$ cat src/wdt_pkg.sv
// Constants, register map and field layout shared by the watchdog design
package wdt_pkg;

  // Bus and counter widths
  localparam int unsigned ADDR_W = 32;
  localparam int unsigned DATA_W = 16;
  localparam int unsigned CNT_W  = 9;
  localparam int unsigned STAT_W = 2;

  typedef logic [CNT_W-1:0]  wdt_count_t;
  typedef logic [DATA_W-1:0] wdt_word_t;
  typedef logic [STAT_W-1:0] wdt_stat_t;

  // Register addresses
  localparam logic [ADDR_W-1:0] ADDR_COUNT = 32'h5000_3100;
  localparam logic [ADDR_W-1:0] ADDR_CTRL  = 32'h5000_3102;
  localparam logic [ADDR_W-1:0] ADDR_STAT  = 32'h5000_3104;
  localparam logic [ADDR_W-1:0] ADDR_MASK  = 32'h5000_3106;

  // Count register fields
  localparam int unsigned KEY_HI   = 15;
  localparam int unsigned KEY_LO   = 9;
  localparam int unsigned SIGN_BIT = 8;
  localparam int unsigned VAL_HI   = 7;
  localparam logic [KEY_HI-KEY_LO:0] KEY_OPEN = 7'h00;

  // Control register fields
  localparam int unsigned MODE_BIT = 0;
  localparam int unsigned RSVD_BIT = 1;

  // Event status bits
  localparam int unsigned STAT_NMI = 0;
  localparam int unsigned STAT_RST = 1;

  // Count values
  localparam wdt_count_t CNT_RESET     = 9'h0FF;
  localparam wdt_count_t CNT_RELOAD    = 9'h0FF;
  localparam wdt_count_t CNT_ZERO      = 9'h000;
  localparam wdt_count_t CNT_ONE       = 9'h001;
  localparam wdt_count_t CNT_RST_POINT = 9'h1F0;
  localparam wdt_stat_t  STAT_CLEAR    = 2'h0;
  localparam wdt_word_t  WORD_ZERO     = 16'h0000;

  // Tick timing
  localparam int unsigned CLK_FREQ_HZ    = 200_000_000;
  localparam int unsigned TICK_PERIOD_US = 10240;
  localparam int unsigned TICK_CYCLES    = TICK_PERIOD_US * (CLK_FREQ_HZ / 1_000_000);
  localparam int unsigned PRESC_W        = 22;

endpackage

$ cat src/wdt_tick.sv
// Prescaler that turns the system clock into a one-cycle decrement strobe
module wdt_tick
  import wdt_pkg::*;
#(
  parameter int unsigned PERIOD = TICK_CYCLES
) (
  input  wire logic clk_in,
  input  wire logic rst_in,
  output logic      tick_out
);

  localparam logic [PRESC_W-1:0] LAST = PRESC_W'(PERIOD - 1);
  localparam logic [PRESC_W-1:0] ONE  = PRESC_W'(1);

  logic [PRESC_W-1:0] div_r;
  logic [PRESC_W-1:0] div_nxt;
  logic               tick_r;
  logic               tick_nxt;

  // Count up through the period, strobe on wrap
  always_comb begin
    tick_nxt = (div_r == LAST);
    div_nxt  = tick_nxt ? '0 : div_r + ONE;
  end

  always_ff @(posedge clk_in) begin
    if (rst_in) begin
      div_r  <= '0;
      tick_r <= 1'b0;
    end else begin
      div_r  <= div_nxt;
      tick_r <= tick_nxt;
    end
  end

  assign tick_out = tick_r;

endmodule

$ cat src/wdt_top.sv
// Watchdog timer with NMI and system reset, register port and event interrupt
// Notes on behaviour
// (RL1) Write with zero key loads low byte
// (RL2) Write with nonzero key is ignored
// (RL3) Decrement by one every tick
// (RL4) Nine-bit signed count, read returns live value
// (RL5) Mode clear: NMI when count reaches zero
// (RL6) Mode clear: reset at 1F0, reload FF
// (RL7) Mode set: reset at zero or below, reload
// (RL8) Mode clear: freeze set stops, clear resumes
// (RL9) Mode set: freeze requests have no effect; a freeze set is still latched and stops the count once the mode clears
// (RL10) Mode bit set-only, cleared by resets
// (RL11) Debug halt always stops the count
// (RL12) Reset: count FF, sign and mode zero
// (RL13) NMI is one event on reaching zero
// (RL14) Tick comes from a prescaled strobe
module wdt_top
  import wdt_pkg::*;
#(
  parameter int unsigned TICK_PERIOD = TICK_CYCLES
) (
  input  wire logic              clk_in,
  input  wire logic              rst_in,
  input  wire logic [ADDR_W-1:0] addr_in,
  input  wire logic [DATA_W-1:0] wr_data_in,
  input  wire logic              wr_en_in,
  input  wire logic              rd_en_in,
  output logic      [DATA_W-1:0] rd_data_out,
  input  wire logic              freeze_set_in,
  input  wire logic              freeze_clr_in,
  input  wire logic              dbg_halt_in,
  input  wire logic              sw_rst_in,
  output logic                   nmi_out,
  output logic                   sys_rst_out,
  output logic                   irq_out
);

  logic       tick_w;
  wdt_count_t cnt_r;
  wdt_count_t cnt_nxt;
  logic       mode_r;
  logic       mode_nxt;
  logic       rsvd_r;
  logic       rsvd_nxt;
  logic       frozen_r;
  logic       frozen_nxt;
  logic       nmi_r;
  logic       nmi_nxt;
  logic       sys_rst_r;
  logic       sys_rst_nxt;
  wdt_stat_t  stat_r;
  wdt_stat_t  stat_nxt;
  wdt_stat_t  mask_r;
  wdt_stat_t  mask_nxt;
  logic       irq_r;
  logic       irq_nxt;
  wdt_word_t  rd_r;
  wdt_word_t  rd_nxt;

  logic wr_count_w;
  logic wr_ctrl_w;
  logic wr_stat_w;
  logic wr_mask_w;
  logic key_ok_w;
  logic run_w;
  logic dec_w;
  logic fire_w;
  logic nmi_hit_w;

  // Decrement strobe generator
  wdt_tick #(
    .PERIOD (TICK_PERIOD)
  ) u_tick (
    .clk_in   (clk_in),
    .rst_in   (rst_in),
    .tick_out (tick_w)                                   // RL14
  );

  // Address decode and write key check
  assign wr_count_w = wr_en_in && (addr_in == ADDR_COUNT);
  assign wr_ctrl_w  = wr_en_in && (addr_in == ADDR_CTRL);
  assign wr_stat_w  = wr_en_in && (addr_in == ADDR_STAT);
  assign wr_mask_w  = wr_en_in && (addr_in == ADDR_MASK);
  assign key_ok_w   = (wr_data_in[KEY_HI:KEY_LO] == KEY_OPEN);   // RL1 RL2

  // Run gating: debug halt always, freeze only in NMI mode
  assign run_w = !dbg_halt_in && !(frozen_r && !mode_r);    // RL8 RL9 RL11
  assign dec_w = tick_w && run_w;                            // RL3

  // Reset condition per mode
  always_comb begin
    if (mode_r) begin
      fire_w = cnt_r[SIGN_BIT] || (cnt_r == CNT_ZERO);       // RL7
    end else begin
      fire_w = (cnt_r == CNT_RST_POINT);                     // RL6
    end
  end

  // NMI only on the step down to zero, not when a keyed load wins
  assign nmi_hit_w = dec_w && !mode_r && !fire_w && !(wr_count_w && key_ok_w)
                     && (cnt_r == CNT_ONE);                              // RL5 RL13

  // Counter next value; an unkeyed write must not stall tick or reload
  always_comb begin
    cnt_nxt = cnt_r;
    if (wr_count_w && key_ok_w) begin
      cnt_nxt = {1'b0, wr_data_in[VAL_HI:0]};                // RL1 RL2
    end else if (fire_w) begin
      cnt_nxt = CNT_RELOAD;                                  // RL6 RL7
    end else if (dec_w) begin
      cnt_nxt = cnt_r - CNT_ONE;                             // RL3 RL4
    end
  end

  // Mode, freeze and pulse outputs
  always_comb begin
    mode_nxt = mode_r;
    if (fire_w || sw_rst_in) begin
      mode_nxt = 1'b0;                                       // RL10
    end else if (wr_ctrl_w && wr_data_in[MODE_BIT]) begin
      mode_nxt = 1'b1;                                       // RL10
    end
    rsvd_nxt = wr_ctrl_w ? wr_data_in[RSVD_BIT] : rsvd_r;
    frozen_nxt = frozen_r;
    if (freeze_set_in) begin
      frozen_nxt = 1'b1;                                     // RL8
    end else if (freeze_clr_in) begin
      frozen_nxt = 1'b0;                                     // RL8
    end
    nmi_nxt     = nmi_hit_w;                                 // RL5
    sys_rst_nxt = fire_w;                                    // RL6 RL7
  end

  // Sticky event status, write one to clear, set wins
  always_comb begin
    stat_nxt = stat_r;
    if (wr_stat_w) begin
      stat_nxt = stat_r & ~wr_data_in[STAT_W-1:0];
    end
    if (nmi_hit_w) begin
      stat_nxt[STAT_NMI] = 1'b1;
    end
    if (fire_w) begin
      stat_nxt[STAT_RST] = 1'b1;
    end
    mask_nxt = wr_mask_w ? wr_data_in[STAT_W-1:0] : mask_r;
    irq_nxt  = |(stat_nxt & mask_nxt);
  end

  // Read data, valid only in the cycle after the strobe
  always_comb begin
    rd_nxt = WORD_ZERO;
    if (rd_en_in) begin
      case (addr_in)
        ADDR_COUNT: rd_nxt = {{(DATA_W-CNT_W){1'b0}}, cnt_r};   // RL4
        ADDR_CTRL: begin
          rd_nxt           = WORD_ZERO;
          rd_nxt[MODE_BIT] = mode_r;
          rd_nxt[RSVD_BIT] = rsvd_r;
        end
        ADDR_STAT: rd_nxt = {{(DATA_W-STAT_W){1'b0}}, stat_r};
        ADDR_MASK: rd_nxt = {{(DATA_W-STAT_W){1'b0}}, mask_r};
        default:   rd_nxt = WORD_ZERO;
      endcase
    end
  end

  // State registers
  always_ff @(posedge clk_in) begin
    if (rst_in) begin
      cnt_r     <= CNT_RESET;                                // RL12
      mode_r    <= 1'b0;                                     // RL12
      rsvd_r    <= 1'b0;
      frozen_r  <= 1'b0;
      nmi_r     <= 1'b0;
      sys_rst_r <= 1'b0;
      stat_r    <= STAT_CLEAR;
      mask_r    <= STAT_CLEAR;
      irq_r     <= 1'b0;
      rd_r      <= WORD_ZERO;
    end else begin
      cnt_r     <= cnt_nxt;
      mode_r    <= mode_nxt;
      rsvd_r    <= rsvd_nxt;
      frozen_r  <= frozen_nxt;
      nmi_r     <= nmi_nxt;
      sys_rst_r <= sys_rst_nxt;
      stat_r    <= stat_nxt;
      mask_r    <= mask_nxt;
      irq_r     <= irq_nxt;
      rd_r      <= rd_nxt;
    end
  end

  // Outputs straight from flops
  assign rd_data_out = rd_r;
  assign nmi_out     = nmi_r;
  assign sys_rst_out = sys_rst_r;
  assign irq_out     = irq_r;
endmodule

$ cat config.mk
export PLATFORM = sky130hd
export DESIGN_NAME = wdt_top
export DESIGN_NICKNAME = d
export VERILOG_FILES = /design/src/wdt_pkg.sv /design/src/wdt_tick.sv /design/src/wdt_top.sv
export SDC_FILE = /design/constraint.sdc
export NUM_CORES = 1
export LEC_CHECK = 0
export ABC_CLOCK_PERIOD_IN_PS = 2230
export BUFFER_PORTS_ARGS = -buffer_cell sky130_fd_sc_hd__buf_2
export CAP_MARGIN = 20
export CORE_MARGIN = 5
export CORE_UTILIZATION = 46
export CTS_CLUSTER_DIAMETER = 120
export CTS_CLUSTER_SIZE = 12
export DETAILED_ROUTE_END_ITERATION = 8
export PLACE_DENSITY = 0.75
export SYNTH_ARGS = -nofsm -noshare
export SYNTH_HDL_FRONTEND = slang
export SYNTH_SLANG_ARGS = --single-unit
$ cat constraint.sdc
create_clock -name clk_in -period 2.23 [get_ports clk_in]
set_clock_uncertainty 0.1 [all_clocks]
set_input_delay 0.1115 -clock clk_in [delete_from_list [all_inputs] [get_ports clk_in]]
set_output_delay 0.1115 -clock clk_in [all_outputs]
set_load 0.03 [all_outputs]
# Word-level counts from Yosys, hierarchy flattened

Cells that the tools add are included.

Bits in writable memories: 0
Memories: 0
Bits in read-only memories: 0
Register bits after elaboration: 58
Latch bits: 0

Div/mod/pow operators: 0
Bitwise gates (word level): 4
Order comparisons: 0
Reduce and logical (&&, ||, !) cells: 29
Eq/ne operators: 7
$mul: 0
$add $sub $neg: 2
Shift operators: 0
Muxes and demuxes: 11

Operator list:

| cell                    | count |
|---|---|
| $eq A32 B31 Y1 const B  | 4 |
| $pmux W9 S4             | 1 |
| $mux W8                 | 3 |
| $add A22 B1 Y22 const B | 1 |
| $eq A22 B21 Y1 const B  | 1 |
| $logic_and A1 B1 Y1     | 13 |
| $eq A9 B1 Y1 const B    | 1 |
| $eq A9 B9 Y1 const B    | 1 |
| $logic_not A9 Y1        | 1 |
| $sub A9 B1 Y9 const B   | 1 |
| $reduce_or A2 Y1        | 4 |
| $logic_not A7 Y1        | 1 |
| $logic_not A1 Y1        | 5 |
| $mux W1                 | 5 |
| $and A2 B2 Y2           | 2 |
| $mux W2                 | 2 |
| $reduce_bool A3 Y1      | 1 |
| $reduce_or A3 Y1        | 1 |
| $logic_or A1 B1 Y1      | 2 |
| $not A2 Y2              | 1 |
| $reduce_bool A2 Y1      | 1 |
| $not A1 Y1              | 1 |

# Longest topological paths before layout

Word-level depth: 12
Gate-level depth with buffers: 8
Gate-level depth less buffers: 7

# By module

Synthesis repeated with hierarchy kept, for this count alone.

Cell total of the unflattened synthesis: 282
Area, all modules: 2,602.5 sq um

Modules (own cells, without submodules):

| module   | cells an instance | sequential area each (sq um) | area an instance (sq um) | times used |
|---|---|---|---|---|
| wdt_top  | 167               | 560.5                        | 1,580.3                  | 1 |
| wdt_tick | 115               | 460.4                        | 1,022.2                  | 1 |

# Worst setup path after synthesis

OpenSTA, ideal clock, no wires.

Path type: reg-to-reg
Start: reg cnt_r[0]
End: reg cnt_r[6]
Buffers on the path: 1
Cell stages (with the launch flop): 9
Slack: 157 ps
Arrival time: 1,853 ps
Cell sequence: dfxtp_1 inv_1 ha_1 a31o_2 a21oi_2 buf_2 o21ai_0 mux2_1 a211o_1

Cells in the longest elaborated chain, start to end: 5
Elaborated cells on any way between the ends: 9
Classes of those cells: add/sub: 1; eq/ne: 1; mux: 4; reduce/logical: 3

Ends and longest elaborated chain:

| what                                                                  | RTL line       | text |
|---|---|---|
| start: declaration                                                    | wdt_top.sv:39  | `wdt_count_t cnt_r;` |
| start signal: assignment                                              | wdt_top.sv:182 | `cnt_r <= cnt_nxt;` |
| parallel branches: the longest is 5 deep, another holds $sub A9 B1 Y9 | --             |  |

Several ways; the timed one is not identified. The select of a mux whose other input is x is not followed.
A chain may end at the register's enable or synchronous reset.

# Final worst setup path

Start: reg cnt_r[1]
End: reg cnt_r[4]

Same word-level chain as after synthesis.

==> results.cfg <==
[outcome]
outcome = finished, final reports clean

[cts]
cts_buffers = 5
htree_levels = 2
ctsLongestPathBuffers = 2
cts.sinks = 51
cts.clk_slew.worst_paths_ps = 90
cts_tree = done
clockRootBuffer = clkbuf_8
cts_setup_buffers = 0
clkLatencyLatePin_ps = 300

[synth]
synthTopCellsByArea = dfxtp_1 40%, xor2_1 5.5%, nor2_1 5.3%
yosysTopAreaCell = dfxtp_1
ys.flop_type = dfxtp_1
async_flop_share = 0
avgSynthCellArea_um2 = 9.25
synth_seq_cells = 51
ys_warn_count = 0
netlist.area_leader.share = 0.401
syn_area_um2 = 2540
synth.distinct_cells = 53
ys_seq_area_frac = 0.401
synth_edf_count = 0
netlist_instances = 275

[route]
drt_iter0_markers = 124
remaining_drc_errors = 0
wl_um = 5500
drt-vias-per-instance = 5.14
drtAntennaViolNets = 0
dr.pass1.iters = 4
wl_per_cell_um = 12.9
vias = 2194

[timing]
tns_ps = 0
slew_viol_final = 0
period_needed_ps = 2080
relSlewSlack = 0.641
hold_viol = 0
hold_slack_ps = 6.37
max_freq_mhz = 480
setup_slack_ps = 146
finalCritPeriodShare = 0.934
setup_viol = 0
tightestPinTransition_ps = 534
rsz0062_at_grt = false

[critical_path]
crit_arrival_ps = 2190
path_class = reg2reg
endpoint_kind = flip-flop
crit_fanout = 8
cp-start-kind = flip-flop
critPathRequiredTime_ps = 2330
ff2ff_setup_slack_ps = 150

[worst_hold_path]
hold_class = in2reg

[power_and_ir_drop]
p_leak_nw = 1.39
vdd_drop_max_v = 0.000487
power_density_nw_per_um2 = 540

[floorplan]
die_h_um = 84.4
die_w_um = 84.4
pin_count = 75
dieArea_um2 = 7120
coreArea_um2 = 5440
initial_core_util = 0.468
rows = 27

[layout]
drive_gt1_frac = 0.299
layout_common_cells = 66 x buf_2, 51 x dfxtp_1, 36 x nor2_1
layout_commonest_cell = buf_2
antenna_cells = 0
syn_to_final_growth_pct = 23.5
final_util = 0.578
final_nets = 414

[placed_design]
place.gp.congestion = 0.834
dp_hpwl_um = 4130
io_buffers = 66
dp_slack_ps = 50.2

[global_routing]
grt_pass1_wl_um = 9480
grt_usage = 0.158
grt_max_degree = 23
antenna_found_initial = 0
grt_remaining_overflow = 0
grt_pass1_vias = 2163

[flow_run]
cap_violations = 0
-- cells by family (layout without fill, tap and decap cells) --
logic type / Yosys count / after routing / share of synthesized area
AOI/OAI and AO/OA: 30 / 30 / 0.0801
xor gates and xnor gates: 27 / 27 / 0.0929
adders and majority gates: 4 / 4 / 0.0197
buffers and inverters: 23 / 97 / 0.0482
DFF: 51 / 51 / 0.401
muxes: 11 / 11 / 0.0467
other: 1 / 7 / 0.00147
and+or+nand+nor: 128 / 128 / 0.310
-- worst max-delay path, cell delays in order, from the launching register on --
cell	delay, ps
dfxtp_1	370
inv_1	100
ha_1	210
a31o_2	210
a21oi_2	290
o21ai_0	170
mux2_2	290
a211o_1	260
-- layout make-up --
class	instances	area (µm²)
fillers	490	2290
multi-input cells	207	1430
flip-flops and latches	51	1020
repair buffers	81	453
well taps	72	90.1
clock buffers	6	82.6
clock inverters	2	35.0
inverters	8	30.0
-- synth_stat cells, types with 4 or more instances --
master and instances:
a211o_1 6, and2_1 8, and3_1 6, buf_4 7, clkbuf_1 4, dfxtp_1 51
ha_1 4, inv_1 8, mux2_2 4, mux2i_1 4, nand2_1 13, nand3_1 11
nand4_1 8, nor2_1 36, nor3_1 8, nor4_1 5, o21ai_0 9, xnor2_1 11
xor2_1 16
-- where the power goes --
part / switching (W) / internal (W) / leakage, nW
Clock: 0.000300 / 0.000363 / 0.0612
Combinational: 0.0000612 / 0.0000534 / 0.916
Sequential: 0.00000490 / 0.000916 / 0.412
Total: 0.000366 / 0.00133 / 1.39
-- repair_timing --
action,CTS,global route
endpoints found under the setup margin,0,22
endpoints found under the hold margin,3,0
resized for setup,0,2
hold buffers,4,0
-- worst paths after layout --
check	startpoint	endpoint	depth (start not counted)
worst max-delay path	cnt_r[1]	cnt_r[4]	7
worst min-delay path	wr_data_in[2]	cnt_r[2]	3
worst max register to register	cnt_r[1]	cnt_r[4]	7
worst min register to register	u_tick.div_r[0]	u_tick.div_r[0]	1
-- layer usage --
layer	vias up	GRT usage	part of all wire
li1	1116	-	-
met1	1006	0.194	0.44
met2	67	0.269	0.46
met3	5	0.0432	0.083
met4	0	0.0532	0.0089
met5	-	0	0
-- state kept, by name, indices dropped and copies added (netlist names) --
signal	flops
u_tick.div_r	22
rd_data_out	9
cnt_r	9
irq_out	1
mode_r	1
frozen_r	1
stat_r	2
rsvd_r	1
nmi_out	1
sys_rst_out	1
mask_r	2
u_tick.tick_out	1
-- through the flow --
step                cells  total power, W  area (µm²)
floorplan             281        0.000997        2570
global placement      415         0.00105        2980
detailed placement    415         0.00105        2980
CTS                   427         0.00172        3140
global route          427         0.00177        3140
finish                427         0.00170        3140
(Power assumes the default switching activity.)
